$ cat src/cic_pkg.sv
// Shared constants for the controller interrupt, pin and address-map block.
package cic_pkg;

  // Width of every register in this block.
  localparam int DW = 8;

  // Full data addresses of the controller register space.
  localparam logic [11:0] SPACE_LO = 12'hF00;
  localparam logic [11:0] SPACE_HI = 12'hF7F;
  localparam logic [11:0] STATUS_ADDR = 12'hF6E;
  localparam logic [11:0] STATUS_MIR_A = 12'hF5E;
  localparam logic [11:0] STATUS_MIR_B = 12'hF4E;
  localparam logic [11:0] STATUS_MIR_C = 12'hF3E;
  localparam logic [11:0] STATUS_MIR_D = 12'hF2E;
  localparam logic [11:0] PIN_IO_CTRL_ADDR = 12'hF73;

  // Unused holes inside the space: F77h to F7Fh and four single bytes.
  localparam logic [11:0] UNUSED_TOP_LO = 12'hF77;
  localparam logic [11:0] UNUSED_HOLE_A = 12'hF5F;
  localparam logic [11:0] UNUSED_HOLE_B = 12'hF4F;
  localparam logic [11:0] UNUSED_HOLE_C = 12'hF3F;
  localparam logic [11:0] UNUSED_HOLE_D = 12'hF2F;

  // Interrupt register addresses; placement outside the controller space.
  localparam logic [11:0] IRQ_FLAGS_ADDR = 12'hF80;
  localparam logic [11:0] IRQ_ENABLES_ADDR = 12'hF81;
  localparam logic [11:0] IRQ_PRIOS_ADDR = 12'hF82;

  // Access bank: low offsets below this reach ordinary RAM, the rest bank 15.
  localparam logic [7:0] ACCESS_SPLIT = 8'h60;
  localparam logic [3:0] SFR_BANK = 4'hF;

  // Pin control field positions.
  localparam int DRIVE_HIGH_BIT = 5;
  localparam int CAPTURE_ROUTE_BIT = 4;

  // Flag bit positions.
  localparam int INVALID_MSG_BIT = 7;
  localparam int BUS_WAKE_BIT = 6;
  localparam int MODULE_ERR_BIT = 5;
  localparam int TX_BUF2_BIT = 4;
  localparam int TX_BUF0_BIT = 2;
  localparam int RX_BUF1_BIT = 1;
  localparam int RX_BUF0_BIT = 0;

  // Reset values.
  localparam logic [7:0] FLAGS_RST = 8'h00;
  localparam logic [7:0] ENABLES_RST = 8'h00;
  localparam logic [7:0] PRIOS_RST = 8'hFF;
  localparam logic [1:0] PIN_CTRL_RST = 2'h0;

  // Operating mode codes reported by the mode machine.
  localparam logic [2:0] MODE_DISABLE = 3'h1;
  localparam logic [2:0] MODE_CONFIG = 3'h4;

endpackage : cic_pkg

$ cat src/cic_flag_bank.sv
// Sticky interrupt flag register with software write access.
`timescale 1ns/10ps
module cic_flag_bank #(
  parameter int W = 8
) (
  // Clock and synchronised reset.
  input wire logic clk,
  input wire logic rstN,
  // Software write of the whole register.
  input wire logic wrEn,
  input wire logic [W-1:0] wrData,
  // One-cycle set events, one per flag.
  input wire logic [W-1:0] setEv,
  // Current flags.
  output logic [W-1:0] flags
);

  // The flag word is the whole state.
  typedef struct packed {
    logic [W-1:0] flags;
  } cic_flag_s;

  cic_flag_s st;
  cic_flag_s next_st;

  // A write replaces the word, but an event in the same cycle still
  // sets its flag, so no event is lost to a clearing write.
  always_comb begin
    next_st = st;
    if (wrEn) begin
      next_st.flags = wrData;
    end
    next_st.flags = next_st.flags | setEv;
  end

  // All flags clear at reset.
  always_ff @(posedge clk or negedge rstN) begin
    if (!rstN) begin
      st.flags <= W'(cic_pkg::FLAGS_RST);
    end else begin
      st <= next_st;
    end
  end

  assign flags = st.flags;

endmodule : cic_flag_bank

$ cat src/cic_irq_io_ctrl.sv
// Controller interrupt registers, pin control and register address map.
`timescale 1ns/10ps
module cic_irq_io_ctrl (
  // Clock and asynchronous active-low reset.
  input wire logic sys_clk,
  input wire logic rst_n,
  // Processor data-memory port.
  input wire logic [7:0] cpuAddr,
  input wire logic cpuAccessBank,
  input wire logic [3:0] cpuBankSel,
  input wire logic cpuWr,
  input wire logic cpuRd,
  input wire logic [7:0] cpuWdata,
  output logic [7:0] cpuRdata,
  // Other controller registers, held elsewhere in the module.
  output logic canRegWr,
  output logic canRegRd,
  output logic [6:0] canRegOfs,
  input wire logic [7:0] canRegRdata,
  // Status and mode from the mode machine.
  input wire logic [7:0] ctrlStatus,
  input wire logic [2:0] opMode,
  output logic errCntClear,
  // Event pulses from the protocol engine and buffers.
  input wire logic invalidMsgEv,
  input wire logic busWakeEv,
  input wire logic moduleErrEv,
  input wire logic [2:0] txBufDoneEv,
  input wire logic [1:0] rxBufFullEv,
  // Interrupt requests toward the processor.
  output logic irqHigh,
  output logic irqLow,
  // Transmit bit from the protocol engine, zero is dominant.
  input wire logic txBit,
  // Transmit pin toward the transceiver.
  output logic bus_transmit_pin_o,
  output logic bus_transmit_pin_oe,
  // Capture path.
  input wire logic rxMsgSignal,
  input wire logic capture_port_pin,
  output logic captureIn
);

  // Target of a decoded processor address.
  typedef enum logic [2:0] {
    SEL_NONE = 3'b000,
    SEL_FLAGS = 3'b001,
    SEL_ENABLES = 3'b010,
    SEL_PRIOS = 3'b011,
    SEL_PINCTRL = 3'b100,
    SEL_STATUS = 3'b101,
    SEL_UNUSED = 3'b110,
    SEL_OTHER = 3'b111
  } cic_sel_e;

  // All registered state of this module.
  typedef struct packed {
    logic [1:0] pinCtrl;
    logic [7:0] enables;
    logic [7:0] prios;
    logic [7:0] rdata;
    logic [2:0] prevMode;
    logic errClr;
    logic txOut;
    logic txOe;
    logic capOut;
    logic irqHi;
    logic irqLo;
  } cic_main_s;

  // Full 12-bit data address from the bank-select scheme.
  function automatic logic [11:0] effAddr(
    input logic [7:0] ofs,
    input logic acc,
    input logic [3:0] bank
  );
    logic [11:0] a;
    a = {bank, ofs};
    if (acc && ofs >= cic_pkg::ACCESS_SPLIT) begin
      a = {cic_pkg::SFR_BANK, ofs};
    end else if (acc) begin
      // Low access area is ordinary RAM in bank 0.
      a = {4'h0, ofs};
    end
    return a;
  endfunction : effAddr

  // Classify one full address.
  function automatic cic_sel_e decode(input logic [11:0] a);
    cic_sel_e s;
    s = SEL_NONE;
    if (a == cic_pkg::IRQ_FLAGS_ADDR) begin
      s = SEL_FLAGS;
    end else if (a == cic_pkg::IRQ_ENABLES_ADDR) begin
      s = SEL_ENABLES;
    end else if (a == cic_pkg::IRQ_PRIOS_ADDR) begin
      s = SEL_PRIOS;
    end else if (a < cic_pkg::SPACE_LO || a > cic_pkg::SPACE_HI) begin
      // Outside the controller space: not ours.
      s = SEL_NONE;
    end else if (a >= cic_pkg::UNUSED_TOP_LO ||
                 a == cic_pkg::UNUSED_HOLE_A ||
                 a == cic_pkg::UNUSED_HOLE_B ||
                 a == cic_pkg::UNUSED_HOLE_C ||
                 a == cic_pkg::UNUSED_HOLE_D) begin
      s = SEL_UNUSED;
    end else if (a == cic_pkg::PIN_IO_CTRL_ADDR) begin
      s = SEL_PINCTRL;
    end else if (a == cic_pkg::STATUS_ADDR ||
                 a == cic_pkg::STATUS_MIR_A ||
                 a == cic_pkg::STATUS_MIR_B ||
                 a == cic_pkg::STATUS_MIR_C ||
                 a == cic_pkg::STATUS_MIR_D) begin
      s = SEL_STATUS;
    end else begin
      s = SEL_OTHER;
    end
    return s;
  endfunction : decode

  // Synchronised reset; everything else uses this copy.
  logic rstSyncN;
  // Capture port pin after two flip-flops.
  logic capPinSync;
  // Decoded address of the current access.
  logic [11:0] curAddr;
  cic_sel_e curSel;
  // Current flags and the gated set events.
  logic [7:0] flags;
  logic [7:0] rawEv;
  logic [7:0] gatedEv;
  logic flagWr;
  // Module state and its next value.
  cic_main_s st;
  cic_main_s next_st;

  // Reset release: the deassertion is retimed to the clock.
  cic_sync2 #(
    .W(1)
  ) u_rst_sync (
    .clk(sys_clk),
    .rstN(rst_n),
    .d(1'b1),
    .q(rstSyncN)
  );

  // The port pin comes from outside the clock domain.
  cic_sync2 #(
    .W(1)
  ) u_pin_sync (
    .clk(sys_clk),
    .rstN(rstSyncN),
    .d(capture_port_pin),
    .q(capPinSync)
  );

  // Address decode is shared by reads and writes.
  always_comb begin
    curAddr = effAddr(cpuAddr, cpuAccessBank, cpuBankSel);
    curSel = decode(curAddr);
  end

  // Collect events into flag positions.
  always_comb begin
    rawEv = '0;
    rawEv[cic_pkg::INVALID_MSG_BIT] = invalidMsgEv;
    rawEv[cic_pkg::BUS_WAKE_BIT] = busWakeEv;
    rawEv[cic_pkg::MODULE_ERR_BIT] = moduleErrEv;
    rawEv[cic_pkg::TX_BUF2_BIT:cic_pkg::TX_BUF0_BIT] = txBufDoneEv;
    rawEv[cic_pkg::RX_BUF1_BIT:cic_pkg::RX_BUF0_BIT] = rxBufFullEv;
    gatedEv = rawEv;
    if (opMode == cic_pkg::MODE_DISABLE) begin
      gatedEv = '0;
      gatedEv[cic_pkg::BUS_WAKE_BIT] = busWakeEv;
    end
  end

  // Software writes to the flag register.
  assign flagWr = cpuWr && (curSel == SEL_FLAGS);

  // Sticky flags; an event beats a clearing write in the same cycle.
  // flag register
  cic_flag_bank #(
    .W(8)
  ) u_flags (
    .clk(sys_clk),
    .rstN(rstSyncN),
    .wrEn(flagWr),
    .wrData(cpuWdata),
    .setEv(gatedEv),
    .flags(flags)
  );

  // Strobes toward registers held in other parts of the module.
  // Unused holes are never forwarded, so nothing can answer there.
  always_comb begin
    canRegWr = cpuWr && (curSel == SEL_OTHER);
    canRegRd = cpuRd && (curSel == SEL_OTHER);
    canRegOfs = curAddr[6:0];
  end

  // Next-state logic for the whole module.
  always_comb begin
    next_st = st;

    // Register writes.
    if (cpuWr) begin
      case (curSel)
        SEL_ENABLES: begin
          next_st.enables = cpuWdata;
        end
        SEL_PRIOS: begin
          next_st.prios = cpuWdata;
        end
        SEL_PINCTRL: begin
          next_st.pinCtrl = {cpuWdata[cic_pkg::DRIVE_HIGH_BIT],
                             cpuWdata[cic_pkg::CAPTURE_ROUTE_BIT]};
        end
        default: begin
          // Status is read-only; other targets are handled elsewhere.
        end
      endcase
    end

    // Read data is captured on the read edge and held until the next read.
    if (cpuRd) begin
      case (curSel)
        SEL_FLAGS: begin
          next_st.rdata = flags;
        end
        SEL_ENABLES: begin
          next_st.rdata = st.enables;
        end
        SEL_PRIOS: begin
          next_st.rdata = st.prios;
        end
        SEL_PINCTRL: begin
          next_st.rdata = '0;
          next_st.rdata[cic_pkg::DRIVE_HIGH_BIT] = st.pinCtrl[1];
          next_st.rdata[cic_pkg::CAPTURE_ROUTE_BIT] = st.pinCtrl[0];
        end
        SEL_STATUS: begin
          next_st.rdata = ctrlStatus;
        end
        SEL_OTHER: begin
          next_st.rdata = canRegRdata;
        end
        default: begin
          // Unused holes and foreign addresses read as zero.
          next_st.rdata = '0;
        end
      endcase
    end

    next_st.prevMode = opMode;
    next_st.errClr = (opMode == cic_pkg::MODE_CONFIG) &&
                     (st.prevMode != cic_pkg::MODE_CONFIG);

    // recessive drive select
    // Dominant always drives low; recessive drives high or floats.
    if (!txBit) begin
      next_st.txOut = 1'b0;
      next_st.txOe = 1'b1;
    end else begin
      next_st.txOut = 1'b1;
      next_st.txOe = st.pinCtrl[1];
    end

    next_st.capOut = st.pinCtrl[0] ? rxMsgSignal : capPinSync;

    // priority split requests
    // The requests follow flags one cycle later, which keeps them glitch free.
    next_st.irqHi = |(flags & st.enables & st.prios);
    next_st.irqLo = |(flags & st.enables & ~st.prios);
  end

  // One register stage for all state; reset gives constants only.
  always_ff @(posedge sys_clk or negedge rstSyncN) begin
    if (!rstSyncN) begin
      st.pinCtrl <= cic_pkg::PIN_CTRL_RST;
      st.enables <= cic_pkg::ENABLES_RST;
      st.prios <= cic_pkg::PRIOS_RST;
      st.rdata <= 8'h00;
      st.prevMode <= 3'h0;
      st.errClr <= 1'b0;
      // Recessive and floating until the first edge.
      st.txOut <= 1'b1;
      st.txOe <= 1'b0;
      st.capOut <= 1'b0;
      st.irqHi <= 1'b0;
      st.irqLo <= 1'b0;
    end else begin
      st <= next_st;
    end
  end

  // Outputs straight from the state register.
  assign cpuRdata = st.rdata;
  assign errCntClear = st.errClr;
  assign irqHigh = st.irqHi;
  assign irqLow = st.irqLo;
  assign bus_transmit_pin_o = st.txOut;
  assign bus_transmit_pin_oe = st.txOe;
  assign captureIn = st.capOut;

endmodule : cic_irq_io_ctrl

$ cat src/cic_sync2.sv
// Two-stage synchroniser, also used as the reset release stage.
`timescale 1ns/10ps
module cic_sync2 #(
  parameter int W = 1
) (
  // Clock and reset.
  input wire logic clk,
  input wire logic rstN,
  // Asynchronous level in, synchronised level out.
  input wire logic [W-1:0] d,
  output logic [W-1:0] q
);

  // Both stages as one state word.
  typedef struct packed {
    logic [W-1:0] meta;
    logic [W-1:0] stable;
  } cic_sync_s;

  cic_sync_s st;
  cic_sync_s next_st;

  // The first stage feeds only the second stage.
  always_comb begin
    next_st.meta = d;
    next_st.stable = st.meta;
  end

  // Reset loads constants only.
  always_ff @(posedge clk or negedge rstN) begin
    if (!rstN) begin
      st <= '0;
    end else begin
      st <= next_st;
    end
  end

  assign q = st.stable;

endmodule : cic_sync2

$ cat config.mk
export PLATFORM = sky130hd
export DESIGN_NAME = cic_irq_io_ctrl
export DESIGN_NICKNAME = d
export VERILOG_FILES = /design/src/cic_pkg.sv /design/src/cic_flag_bank.sv /design/src/cic_irq_io_ctrl.sv /design/src/cic_sync2.sv
export SDC_FILE = /design/constraint.sdc
export NUM_CORES = 1
export LEC_CHECK = 0
export ABC_CLOCK_PERIOD_IN_PS = 2000
export BUFFER_PORTS_ARGS = -buffer_cell sky130_fd_sc_hd__buf_4
export CORE_ASPECT_RATIO = 0.75
export CORE_UTILIZATION = 30
export CTS_CLUSTER_DIAMETER = 50
export DETAILED_ROUTE_END_ITERATION = 6
export PLACE_DENSITY = 0.55
export SYNTH_ARGS = -nofsm -noshare
export SYNTH_HDL_FRONTEND = slang
export SYNTH_SLANG_ARGS = --single-unit
export TNS_END_PERCENT = 1
$ cat constraint.sdc
create_clock -name sys_clk -period 2 [get_ports sys_clk]
set_input_delay 0.3 -clock sys_clk [delete_from_list [all_inputs] [get_ports sys_clk]]
set_output_delay 0.3 -clock sys_clk [all_outputs]
set_load 0.02 [all_outputs]
==> results of run 1 <==
[layout make-up]
type	instances	area share [%]
clock buffers	7	4.49
clock inverters	1	0.221
inverters	2	0.221
multi-input cells	163	35.5
flip-flops and latches	47	34.9
well taps	105	3.86
repair buffers	89	20.8
[worst register-to-register path: cells and delay by family, from the launching register on]
family | cells | cell delay, ns
muxes | 1 | 0.07
AOI/OAI and AO/OA | 3 | 0.48
and+or+nand+nor | 1 | 0.20
DFF | 1 | 0.56
[state kept, by name, summed over array words and instances, names as in the netlist]
signal / flops
st: 21
cpuRdata: 8
u_flags.flags: 8
bus_transmit_pin_o: 1
bus_transmit_pin_oe: 1
captureIn: 1
errCntClear: 1
irqHigh: 1
irqLow: 1
u_pin_sync.next_st: 1
u_pin_sync.q: 1
u_rst_sync.next_st: 1
u_rst_sync.q: 1
[metal layers]
layer | part of all wire, % | global-route usage, %
met5 | 0 | 0
met4 | 0.33 | 2.43
met3 | 6.1 | 3.41
met2 | 43 | 21.4
met1 | 51 | 21.1
[worst paths after layout]
check | start | endpoint | slack (ns) | cells past startpoint
hold / removal | capture_port_pin | u_pin_sync.next_st[0] | 0.12 | 1
setup reg to reg | st[22] | cpuRdata[5] | 0.61 | 5
min in group asynchronous | u_rst_sync.q | cpuRdata[6] | 0.23 | 0
setup / recovery | cpuAddr[5] | canRegWr | 0.09 | 6
max in group asynchronous | u_rst_sync.q | st[24] | 1.19 | 1
hold reg to reg | u_rst_sync.q | cpuRdata[6] | 0.23 | 0
[per-stage QoR]
step	utilization [%]	area [um2]
after floorplan	-	2560
after global placement	39.9	3230
after detailed placement	39.9	3230
after CTS	42.0	3400
after global routing	42.0	3400
final	42.0	3400
[repair_timing]
item                       in CTS  in global routing
setup endpoints to repair       0                  0
resized for setup               0                  0
hold endpoints to repair        2                  0
hold buffers                    1                  0
[kinds of logic after synthesis]
| family | after synthesis | synth area share, % |
|---|---|---|
| other | 1 | 0.147 |
| multiplexers | 27 | 12.7 |
| XOR/XNOR | 1 | 0.342 |
| buffers and inverters | 26 | 6.45 |
| AND/OR/NAND/NOR | 92 | 21.1 |
| AO/OA/AOI/OAI | 42 | 12.9 |
| flip-flops | 47 | 46.4 |
[placed cells by master (no fill, tap or decap), types with 2 or more instances in the layout]
cell,n
sky130_fd_sc_hd__a2111oi_2,2
sky130_fd_sc_hd__a21boi_0,2
sky130_fd_sc_hd__a21oi_1,3
sky130_fd_sc_hd__a221o_1,7
sky130_fd_sc_hd__a31oi_1,4
sky130_fd_sc_hd__a41oi_1,6
sky130_fd_sc_hd__and2_1,4
sky130_fd_sc_hd__and3_1,6
sky130_fd_sc_hd__buf_12,3
sky130_fd_sc_hd__buf_4,85
sky130_fd_sc_hd__clkbuf_16,5
sky130_fd_sc_hd__clkbuf_8,2
sky130_fd_sc_hd__dfrtp_1,37
sky130_fd_sc_hd__dfstp_2,9
sky130_fd_sc_hd__inv_1,2
sky130_fd_sc_hd__mux2_1,10
sky130_fd_sc_hd__mux2_4,8
sky130_fd_sc_hd__mux2i_1,8
sky130_fd_sc_hd__nand2_1,39
sky130_fd_sc_hd__nand2b_1,2
sky130_fd_sc_hd__nor2_1,12
sky130_fd_sc_hd__nor2b_1,10
sky130_fd_sc_hd__nor3b_1,2
sky130_fd_sc_hd__nor4b_4,2
sky130_fd_sc_hd__o21ai_0,6
sky130_fd_sc_hd__o22ai_1,6
sky130_fd_sc_hd__or2_1,3
[power breakdown]
part	switching, mW	internal, mW	leakage [nW]
clock	0.337	0.531	0.0761
combinational	0.159	0.170	0.877
sequential	0.0291	0.993	0.548
==> reports/qor.json, run 1 <==
{
  "run_status": {"value": "finished clean"},
  "timing.hold.ws": {"value": 0.124, "unit": "ns"},
  "std_cell_rows": {"value": 28},
  "fin_ws": {"value": 0.0909, "unit": "ns"},
  "min_period_over_period": {"value": 95.5, "unit": "%"},
  "cts-buffers-inserted": {"value": 5},
  "die_y": {"value": 82.0, "unit": "um"},
  "share_of_layout_cells_above_drive_strength_1": {"value": 41.1, "unit": "%"},
  "grt_pass1_vias": {"value": 1892},
  "grtUsageTotal": {"value": 14.3, "unit": "%"},
  "core-area": {"value": 0.00809, "unit": "mm2"},
  "drt-wirelength-per-cell": {"value": 14.7, "unit": "um"},
  "synth.net_count": {"value": 291},
  "grt_setup_unrepaired": {"value": "no"},
  "max-vdd-ir-drop": {"value": 0.000386, "unit": "V"},
  "largest_net_degree_at_the_start_of_global_routing": {"value": 27},
  "worstHoldPathType": {"value": "in2reg"},
  "yosys-top-cells-area": {"value": "sky130_fd_sc_hd__dfrtp_1 (37%), sky130_fd_sc_hd__dfstp_2 (9.2%), sky130_fd_sc_hd__nand2_1 (5.7%)"},
  "worstPathCellList": {"value": "buf_4 -> nand3_1 -> or4b_4 -> nor4b_4 -> and2_1 -> buf_4"},
  "synth_ff_type": {"value": "sky130_fd_sc_hd__dfrtp_1"},
  "place.detailed.instances": {"value": 405},
  "total_leakage_power": {"value": 1.50, "unit": "nW"},
  "hpwlAfterDp": {"value": 4730, "unit": "um"},
  "synth_top_cell_by_area": {"value": "sky130_fd_sc_hd__dfrtp_1"},
  "max_freq": {"value": 524, "unit": "MHz"},
  "drt_drc_violations_left": {"value": 0},
  "routed_wirelength": {"value": 6090, "unit": "um"},
  "crit_type": {"value": "in2out"},
  "clk_transition_reported_paths": {"value": 0.06, "unit": "ns"},
  "n_antenna_cell": {"value": 0},
  "synth_seq_area_share": {"value": 46.4, "unit": "%"},
  "antenna_left": {"value": 0},
  "die_w": {"value": 109, "unit": "um"},
  "syn-cell-area": {"value": 0.00256, "unit": "mm2"},
  "globalplace.congestion": {"value": 0.767},
  "place_worst_setup_slack": {"value": 0.0873, "unit": "ns"},
  "netlist_instances": {"value": 236},
  "worst_setup_path_start_kind": {"value": "input pin"},
  "grt.overflow.total": {"value": 0},
  "cp.buffers_inverters": {"value": 2},
  "average_cell_area_after_synthesis": {"value": 10.8, "unit": "um2"},
  "clock_skew": {"value": 0.00625, "unit": "ns"},
  "worstPathRequired": {"value": 1.70, "unit": "ns"},
  "die-area": {"value": 0.00891, "unit": "mm2"},
  "areaGrowthSynthToFinish": {"value": 33.0, "unit": "%"},
  "post-route-min-period": {"value": 1.91, "unit": "ns"},
  "ys_warn_count": {"value": 0},
  "io-pin-count": {"value": 78},
  "ys_ff_latch": {"value": 47},
  "synth.most_common_cell": {"value": "sky130_fd_sc_hd__nand2_1"},
  "clock_sinks": {"value": 47},
  "place.port_buffers": {"value": 77},
  "max-clock-path-buffers": {"value": 2},
  "async_set_or_reset_flop_fraction_in_the_synthesized_netlist": {"value": 100, "unit": "%"},
  "number_of_antenna_violations_at_the_first_check_in_global_routing": {"value": 0},
  "powerDensity": {"value": 653, "unit": "mW/mm2"},
  "path_max_fanout": {"value": 6},
  "cpMaxStageDelayCell": {"value": "sky130_fd_sc_hd__or4b_4"},
  "postCtsSetupRepairBufs": {"value": 0},
  "post-layout-total-power": {"value": 2.22, "unit": "mW"},
  "grt_pass1_wl": {"value": 9630, "unit": "um"},
  "synth_enable_flop_cells": {"value": 0},
  "critPathMaxStageDelay": {"value": 0.51, "unit": "ns"},
  "clk-insertion-delay-late": {"value": 0.28, "unit": "ns"},
  "synth_cell_types": {"value": 49},
  "initial_core_util": {"value": 31.6, "unit": "%"},
  "timing.final.hold_violations": {"value": 0},
  "path_delay_family": {"value": "simple AND/OR/NAND/NOR gates"},
  "synth_top_area_share": {"value": 37.2, "unit": "%"},
  "dr.first_iter.drc_count": {"value": 76},
  "setup_total_negative_slack": {"value": 0, "unit": "ns"},
  "clock_tree.htree_level_count": {"value": 2},
  "synth_common_cells": {"value": "sky130_fd_sc_hd__nand2_1 (39), sky130_fd_sc_hd__dfrtp_1 (38), sky130_fd_sc_hd__buf_4 (15)"},
  "worst_ep_arrival_time": {"value": 1.61, "unit": "ns"},
  "via_count": {"value": 1969},
  "timing_max_transition_violations_final": {"value": 0},
  "finish.net_count": {"value": 363},
  "stdcell_count": {"value": 414},
  "cts_tree": {"value": "done"},
  "max_cap_viol_count": {"value": 0},
  "drt-pass1-iter-count": {"value": 4},
  "final-setup-viol-count": {"value": 0},
  "cpMostUsedCell": {"value": "sky130_fd_sc_hd__buf_4"},
  "filler_cell_count": {"value": 783},
  "post_drt_via_cell_ratio": {"value": 4.76},
  "ff_latch_area": {"value": 0.00119, "unit": "mm2"},
  "cts-root-buf": {"value": "sky130_fd_sc_hd__clkbuf_16"},
  "combined_area_of_the_multi_input_logic_cells": {"value": 0.00121, "unit": "mm2"},
  "worstSetupEndpointType": {"value": "output pin"}
}
Power figures use the tool's default switching activity.
==> run 2, diff against run 1 <==
--- a/config.mk
+++ b/config.mk
@@ -15,4 +15,3 @@
 export SYNTH_ARGS = -nofsm -noshare
 export SYNTH_HDL_FRONTEND = slang
 export SYNTH_SLANG_ARGS = --single-unit
-export TNS_END_PERCENT = 1
==> constraint.sdc (replaced) <==
create_clock -name sys_clk -period 2 [get_ports sys_clk]
set_input_delay 0.4 -clock sys_clk [delete_from_list [all_inputs] [get_ports sys_clk]]
set_output_delay 0.4 -clock sys_clk [all_outputs]
set_load 0.02 [all_outputs]
==> run 2 against run 1 <==
Compared with the run above: sequential share of layout area down 1.0 points; via count up 2.3%; critical path type unchanged; core utilization up 1.2 points; combinational power up 6.4%; highest routed layer unchanged; global-route usage up 0.47 points.
==> reports/qor.json, run 2 (synthesis gave the netlist of run 1 again) <==
{
  "run_status": {"value": "finished clean", "change": "unchanged"},
  "place.port_buffers": {"value": 77, "change": "unchanged"},
  "die_y": {"value": 82.0, "unit": "um", "change": "unchanged"},
  "core-area": {"value": 0.00809, "unit": "mm2", "change": "unchanged"},
  "timing.reg2reg.worst_path_depth": {"value": 5, "change": "unchanged"},
  "n_antenna_cell": {"value": 0, "change": "unchanged"},
  "via_count": {"value": 2014, "change": "was 1969"},
  "antenna_left": {"value": 0, "change": "unchanged"},
  "max_cap_viol_count": {"value": 0, "change": "unchanged"},
  "post_placement_cell_area": {"value": 0.00327, "unit": "mm2", "change": "was 0.00323 mm2"},
  "timing.final.hold_violations": {"value": 0, "change": "unchanged"},
  "grt_pass1_vias": {"value": 1891, "change": "was 1892"},
  "filler_cell_count": {"value": 817, "change": "was 783"},
  "worstPathRequired": {"value": 1.60, "unit": "ns", "change": "was 1.70 ns"},
  "share_of_layout_cells_above_drive_strength_1": {"value": 43.0, "unit": "%", "change": "was 41.1%"},
  "die_w": {"value": 109, "unit": "um", "change": "unchanged"},
  "stdcell_area": {"value": 0.00350, "unit": "mm2", "change": "was 0.00340 mm2"},
  "max-clock-path-buffers": {"value": 2, "change": "unchanged"},
  "grt_pass1_wl": {"value": 9760, "unit": "um", "change": "was 9630 um"},
  "cpMaxStageDelayCell": {"value": "sky130_fd_sc_hd__or4b_4", "change": "unchanged"},
  "areaGrowthSynthToFinish": {"value": 36.9, "unit": "%", "change": "was 33.0%"},
  "timing.reg2reg.setup_slack": {"value": 0.58, "unit": "ns", "change": "was 0.61 ns"},
  "timing.hold.ws": {"value": 0.165, "unit": "ns", "change": "was 0.124 ns"},
  "mostFrequentLayoutCell": {"value": "sky130_fd_sc_hd__buf_4", "change": "unchanged"},
  "io-pin-count": {"value": 78, "change": "unchanged"},
  "powerDensity": {"value": 661, "unit": "mW/mm2", "change": "was 653 mW/mm2"},
  "utilization": {"value": 43.3, "unit": "%", "change": "was 42.0%"},
  "clock_skew": {"value": 0.00639, "unit": "ns", "change": "was 0.00625 ns"},
  "grt_setup_unrepaired": {"value": "yes", "change": "was no"},
  "die-area": {"value": 0.00891, "unit": "mm2", "change": "unchanged"},
  "max_freq": {"value": 508, "unit": "MHz", "change": "was 524 MHz"},
  "worst_ep_arrival_time": {"value": 1.57, "unit": "ns", "change": "was 1.61 ns"},
  "place_worst_setup_slack": {"value": -0.0743, "unit": "ns", "change": "was 0.0873 ns"},
  "drt_drc_violations_left": {"value": 0, "change": "unchanged"},
  "timing_max_transition_violations_final": {"value": 0, "change": "unchanged"},
  "std_cell_rows": {"value": 28, "change": "unchanged"},
  "clk_transition_reported_paths": {"value": 0.06, "unit": "ns", "change": "about the same"},
  "largest_net_degree_at_the_start_of_global_routing": {"value": 17, "change": "was 27"},
  "stdcell_count": {"value": 421, "change": "was 414"},
  "cts_tree": {"value": "done", "change": "unchanged"},
  "number_of_flip_flops_in_the_largest_register": {"value": 21, "change": "unchanged"},
  "clk-insertion-delay-late": {"value": 0.29, "unit": "ns", "change": "was 0.28 ns"},
  "top_register": {"value": "st", "change": "unchanged"},
  "regToRegEndpoint": {"value": "cpuRdata[5]", "change": "unchanged"},
  "dr.first_iter.drc_count": {"value": 69, "change": "was 76"},
  "drt-pass1-iter-count": {"value": 4, "change": "unchanged"},
  "routed_wirelength": {"value": 6330, "unit": "um", "change": "was 6090 um"},
  "fin_ws": {"value": 0.0322, "unit": "ns", "change": "was 0.0909 ns"},
  "number_of_antenna_violations_at_the_first_check_in_global_routing": {"value": 0, "change": "unchanged"},
  "clock_sinks": {"value": 47, "change": "unchanged"},
  "cts-buffers-inserted": {"value": 5, "change": "unchanged"},
  "place.detailed.instances": {"value": 412, "change": "was 405"},
  "globalplace.congestion": {"value": 0.741, "change": "was 0.767"},
  "crit_start": {"value": "cpuAddr[2]", "change": "was cpuAddr[5]"},
  "grtUsageTotal": {"value": 14.8, "unit": "%", "change": "was 14.3%"},
  "worstSetupEndpointType": {"value": "output pin", "change": "unchanged"},
  "worstPathCellList": {"value": "buf_8 -> nand3_2 -> or4b_4 -> nor4b_4 -> and2_1 -> buf_6", "change": "was buf_4 -> nand3_1 -> or4b_4 -> nor4b_4 -> and2_1 -> buf_4"},
  "crit_type": {"value": "in2out", "change": "unchanged"},
  "cts-root-buf": {"value": "sky130_fd_sc_hd__clkbuf_16", "change": "unchanged"},
  "critPathMaxStageDelay": {"value": 0.54, "unit": "ns", "change": "was 0.51 ns"},
  "finish.net_count": {"value": 370, "change": "was 363"},
  "post-route-min-period": {"value": 1.97, "unit": "ns", "change": "was 1.91 ns"},
  "grt.overflow.total": {"value": 0, "change": "unchanged"},
  "drt-wirelength-per-cell": {"value": 15.0, "unit": "um", "change": "was 14.7 um"},
  "path_max_fanout": {"value": 5, "change": "was 6"},
  "hpwlAfterDp": {"value": 4940, "unit": "um", "change": "was 4730 um"},
  "min_period_over_period": {"value": 98.4, "unit": "%", "change": "was 95.5%"},
  "r2r_start": {"value": "st[22]", "change": "unchanged"},
  "worst_setup_path_start_kind": {"value": "input pin", "change": "unchanged"},
  "max-vdd-ir-drop": {"value": 0.000389, "unit": "V", "change": "was 0.000386 V"},
  "final-setup-viol-count": {"value": 0, "change": "unchanged"},
  "post_drt_via_cell_ratio": {"value": 4.78, "change": "was 4.76"},
  "clock_tree.htree_level_count": {"value": 2, "change": "unchanged"},
  "initial_core_util": {"value": 31.6, "unit": "%", "change": "unchanged"},
  "total_leakage_power": {"value": 1.55, "unit": "nW", "change": "was 1.50 nW"},
  "layout_common_cells": {"value": "sky130_fd_sc_hd__buf_4 (86), sky130_fd_sc_hd__nand2_1 (39), sky130_fd_sc_hd__dfrtp_1 (37)", "change": "was sky130_fd_sc_hd__buf_4 (85), sky130_fd_sc_hd__nand2_1 (39), sky130_fd_sc_hd__dfrtp_1 (37)"},
  "worstHoldPathType": {"value": "reg2async", "change": "was in2reg"}
}
==> run 2: worst max-delay path: cells and delay by family <==
kind / cells / cell delay [ns]
buf+inv: 2 / 0.21
simple gates: 4 / 0.95
==> run 2: worst max path at each step <==
stage	to	slack [ns]	cells after the start
2_1_floorplan	canRegRd	0.08	4
3_3_place_gp	cpuRdata[5]	0.01	7
3_5_place_dp	cpuRdata[5]	-0.07	7
4_1_cts	canRegRd	0.002	6
5_1_grt	canRegWr	-0.008	6
6_report	canRegWr	0.03	6
==> run 2: power breakdown <==
group	internal, mW	switching [mW]
logic	0.184	0.166
clock network	0.590	0.354
registers	0.993	0.0267
total	1.77	0.547
==> run 2: metrics by stage <==
stage	power, mW	setup TNS, ns
after floorplan	1.21	0
after detailed placement	1.38	-0.136
final	2.31	0
after CTS	2.33	0
after global placement	1.37	0
after global routing	2.41	-0.00839
==> run 2: repair_timing <==
item / CTS / global route
gates resized for setup: 0 / 13
endpoints found under the setup margin: 1 / 2
pin swaps: 1 / 5
buffers inserted: 0 / 0
endpoints found under the hold margin: 2 / 0
hold buffers: 1 / 0
==> run 2: final cells by class <==
| cell class | count | area [um2] | area share [%] |
|---|---|---|---|
| clock buffers | 6 | 129 | 3.68 |
| clock inverters | 2 | 37.5 | 1.07 |
| inverters | 2 | 7.51 | 0.214 |
| well taps | 105 | 131 | 3.75 |
| flip-flops and latches | 47 | 1190 | 33.9 |
| multi-input cells | 163 | 1220 | 34.9 |
| repair buffers | 96 | 786 | 22.4 |
==> run 2: layer usage <==
metal | global-route usage, % | up-vias | wire length [um]
li1 | - | 995 | -
met1 | 20.9 | 952 | 3240
met2 | 22.6 | 60 | 2680
met3 | 3.41 | 7 | 344
met4 | 4.19 | 0 | 63
met5 | 0 | - | 0
==> run 3, diff against run 2 <==
--- a/config.mk
+++ b/config.mk
@@ -11,6 +11,7 @@
 export CORE_UTILIZATION = 30
 export CTS_CLUSTER_DIAMETER = 50
 export DETAILED_ROUTE_END_ITERATION = 6
+export GPL_TIMING_DRIVEN = 0
 export PLACE_DENSITY = 0.55
 export SYNTH_ARGS = -nofsm -noshare
 export SYNTH_HDL_FRONTEND = slang
==> run 3 against run 2 <==
Compared with the run above: register-to-register slack better by 0.05 ns; total power is 5.0% lower; routed wire length is 1.0% lower; first-iteration DRC count is 5.8% higher; sequential cell count stayed put; via count hardly changed; critical path depth stayed put; clock power is 14% lower; final area is 0.32% higher; critical endpoint is now canRegRd.
==> reports/qor.json, run 3 (synthesis gave the netlist of run 1 again) <==
{
  "run_status": {"value": "finished clean", "change": "unchanged"},
  "clock_sinks": {"value": 47, "change": "unchanged"},
  "grt_setup_unrepaired": {"value": "yes", "change": "unchanged"},
  "total_leakage_power": {"value": 1.56, "unit": "nW", "change": "was 1.55 nW"},
  "hpwlAfterDp": {"value": 4770, "unit": "um", "change": "was 4940 um"},
  "place.detailed.instances": {"value": 417, "change": "was 412"},
  "drt-pass1-iter-count": {"value": 4, "change": "unchanged"},
  "max_cap_viol_count": {"value": 0, "change": "unchanged"},
  "timing.reg2reg.worst_path_depth": {"value": 5, "change": "unchanged"},
  "io-pin-count": {"value": 78, "change": "unchanged"},
  "number_of_flip_flops_in_the_largest_register": {"value": 21, "change": "unchanged"},
  "clk-insertion-delay-late": {"value": 0.28, "unit": "ns", "change": "was 0.29 ns"},
  "cpMostUsedCell": {"value": "sky130_fd_sc_hd__buf_6"},
  "path_max_fanout": {"value": 6, "change": "was 5"},
  "max-clock-path-buffers": {"value": 2, "change": "unchanged"},
  "die-area": {"value": 0.00891, "unit": "mm2", "change": "unchanged"},
  "largest_net_degree_at_the_start_of_global_routing": {"value": 39, "change": "was 17"},
  "worstHoldPathType": {"value": "reg2async", "change": "unchanged"},
  "drt-wirelength-per-cell": {"value": 14.5, "unit": "um", "change": "was 15.0 um"},
  "critPathMaxStageDelay": {"value": 0.51, "unit": "ns", "change": "was 0.54 ns"},
  "timing_max_transition_violations_final": {"value": 0, "change": "unchanged"},
  "via_count": {"value": 2015, "change": "was 2014"},
  "powerDensity": {"value": 626, "unit": "mW/mm2", "change": "was 661 mW/mm2"},
  "cp.buffers_inverters": {"value": 2, "change": "unchanged"},
  "filler_cell_count": {"value": 780, "change": "was 817"},
  "worstPathRequired": {"value": 1.60, "unit": "ns", "change": "about the same"},
  "layout_common_cells": {"value": "sky130_fd_sc_hd__buf_4 (92), sky130_fd_sc_hd__nand2_1 (39), sky130_fd_sc_hd__dfrtp_1 (37)", "change": "was sky130_fd_sc_hd__buf_4 (86), sky130_fd_sc_hd__nand2_1 (39), sky130_fd_sc_hd__dfrtp_1 (37)"},
  "worst_ep_arrival_time": {"value": 1.55, "unit": "ns", "change": "was 1.57 ns"},
  "final-setup-viol-count": {"value": 0, "change": "unchanged"},
  "max_freq": {"value": 513, "unit": "MHz", "change": "was 508 MHz"},
  "die_w": {"value": 109, "unit": "um", "change": "unchanged"},
  "crit_type": {"value": "in2out", "change": "unchanged"},
  "std_cell_rows": {"value": 28, "change": "unchanged"},
  "path_delay_family": {"value": "simple AND/OR/NAND/NOR gates", "change": "unchanged"},
  "clock_tree.htree_level_count": {"value": 2, "change": "unchanged"},
  "routed_wirelength": {"value": 6260, "unit": "um", "change": "was 6330 um"},
  "drt_drc_violations_left": {"value": 0, "change": "unchanged"},
  "timing.critical_path.depth": {"value": 6, "change": "unchanged"},
  "worstSetupEndpointType": {"value": "output pin", "change": "unchanged"},
  "worstPathCellList": {"value": "buf_6 -> nor2_1 -> or4b_4 -> nor4b_4 -> and2_1 -> buf_6", "change": "was buf_8 -> nand3_2 -> or4b_4 -> nor4b_4 -> and2_1 -> buf_6"},
  "die_y": {"value": 82.0, "unit": "um", "change": "unchanged"},
  "post-route-min-period": {"value": 1.95, "unit": "ns", "change": "was 1.97 ns"},
  "cts-root-buf": {"value": "sky130_fd_sc_hd__clkbuf_16", "change": "unchanged"},
  "min_period_over_period": {"value": 97.4, "unit": "%", "change": "was 98.4%"},
  "worst_setup_path_start_kind": {"value": "input pin", "change": "unchanged"},
  "globalplace.congestion": {"value": 0.753, "change": "was 0.741"},
  "maxSlewHeadroom": {"value": 56.3, "unit": "%"},
  "timing.final.hold_violations": {"value": 0, "change": "unchanged"},
  "antenna_left": {"value": 0, "change": "unchanged"},
  "clk_transition_reported_paths": {"value": 0.06, "unit": "ns", "change": "about the same"},
  "stdcell_count": {"value": 432, "change": "was 421"},
  "cts-buffers-inserted": {"value": 5, "change": "unchanged"},
  "n_antenna_cell": {"value": 0, "change": "unchanged"},
  "dr.first_iter.drc_count": {"value": 73, "change": "was 69"},
  "finish.net_count": {"value": 381, "change": "was 370"},
  "grt_pass1_wl": {"value": 9700, "unit": "um", "change": "was 9760 um"},
  "clock_skew": {"value": 0.00408, "unit": "ns", "change": "was 0.00639 ns"},
  "areaGrowthSynthToFinish": {"value": 37.3, "unit": "%", "change": "was 36.9%"},
  "grtUsageTotal": {"value": 14.4, "unit": "%", "change": "was 14.8%"},
  "initial_core_util": {"value": 31.6, "unit": "%", "change": "unchanged"},
  "post_drt_via_cell_ratio": {"value": 4.66, "change": "was 4.78"},
  "max-vdd-ir-drop": {"value": 0.000321, "unit": "V", "change": "was 0.000389 V"},
  "share_of_layout_cells_above_drive_strength_1": {"value": 43.4, "unit": "%", "change": "was 43.0%"},
  "place.port_buffers": {"value": 75, "change": "was 77"},
  "setup_total_negative_slack": {"value": 0, "unit": "ns", "change": "unchanged"},
  "cts_tree": {"value": "done", "change": "unchanged"},
  "number_of_antenna_violations_at_the_first_check_in_global_routing": {"value": 0, "change": "unchanged"},
  "top_register": {"value": "st", "change": "unchanged"},
  "mostFrequentLayoutCell": {"value": "sky130_fd_sc_hd__buf_4", "change": "unchanged"},
  "grt_pass1_vias": {"value": 1907, "change": "was 1891"},
  "tightestPinTransition": {"value": 0.655, "unit": "ns"},
  "core-area": {"value": 0.00809, "unit": "mm2", "change": "unchanged"},
  "cpMaxStageDelayCell": {"value": "sky130_fd_sc_hd__or4b_4", "change": "unchanged"},
  "grt.overflow.total": {"value": 0, "change": "unchanged"}
}
==> run 3: cell count changes in the layout (fill, tap and decap cells not counted), moves of 2 or more <==
cell                       previous run  this run
sky130_fd_sc_hd__buf_2                0         3
sky130_fd_sc_hd__buf_8                3         0
sky130_fd_sc_hd__buf_1                0         2
sky130_fd_sc_hd__buf_4               86        92
sky130_fd_sc_hd__clkbuf_1             1         3
==> run 3: layout make-up <==
type,instances,area (um2),area share (%)
clock buffer,5,125,3.56
buffer,24,158,4.49
tap,105,131,3.74
timing repair buffer,83,653,18.6
clock inverter,3,20.0,0.570
sequential,47,1190,33.8
inverter,2,7.51,0.214
multi-input combinational,163,1230,35.0
==> run 3: worst paths after layout <==
path                                   from               endpoint  slack [ns]
max                              cpuAddr[5]               canRegRd        0.05
min                            u_rst_sync.q            cpuRdata[6]        0.12
max reg2reg                          st[22]            cpuRdata[5]        0.63
min reg2reg                    u_rst_sync.q            cpuRdata[6]        0.12
max in group asynchronous      u_rst_sync.q                 st[20]        1.36
min in group sys_clk       capture_port_pin  u_pin_sync.next_st[0]        0.22
==> run 3: per-stage QoR <==
step	hold WS (ns)	area [um2]	total power, mW	setup slack [ns]	utilization (%)
2_1_floorplan	0.104	2560	1.21	0.0840	-
5_1_grt	0.140	3510	2.30	-0.00925	43.4
4_1_cts	0.128	3480	2.22	0.00116	42.9
6_report	0.117	3510	2.20	0.0522	43.4
3_3_place_gp	0.184	3250	1.38	-0.265	40.2
3_5_place_dp	0.122	3270	1.39	-0.280	40.5
==> run 3: power breakdown <==
group          leakage, nW  switching [mW]  internal [mW]
clock               0.0658           0.352          0.460
combinational        0.949           0.171          0.196
sequential           0.548          0.0249          0.993
==> run 3: layer usage <==
| metal | global-route usage [%] | vias up | share of wire [%] |
|---|---|---|---|
| li1 | - | 1014 | - |
| met1 | 20.0 | 934 | 50 |
| met2 | 23.2 | 62 | 43 |
| met3 | 3.17 | 5 | 6.5 |
| met4 | 2.43 | 0 | 0.43 |
| met5 | 0 | - | 0 |
==> run 3: what timing repair did <==
action	in CTS	in global routing
gates resized for setup	3	4
setup endpoints to repair	2	4
hold buffers	1	0
setup buffers	3	3
hold endpoints to repair	2	0
pin swaps	2	3
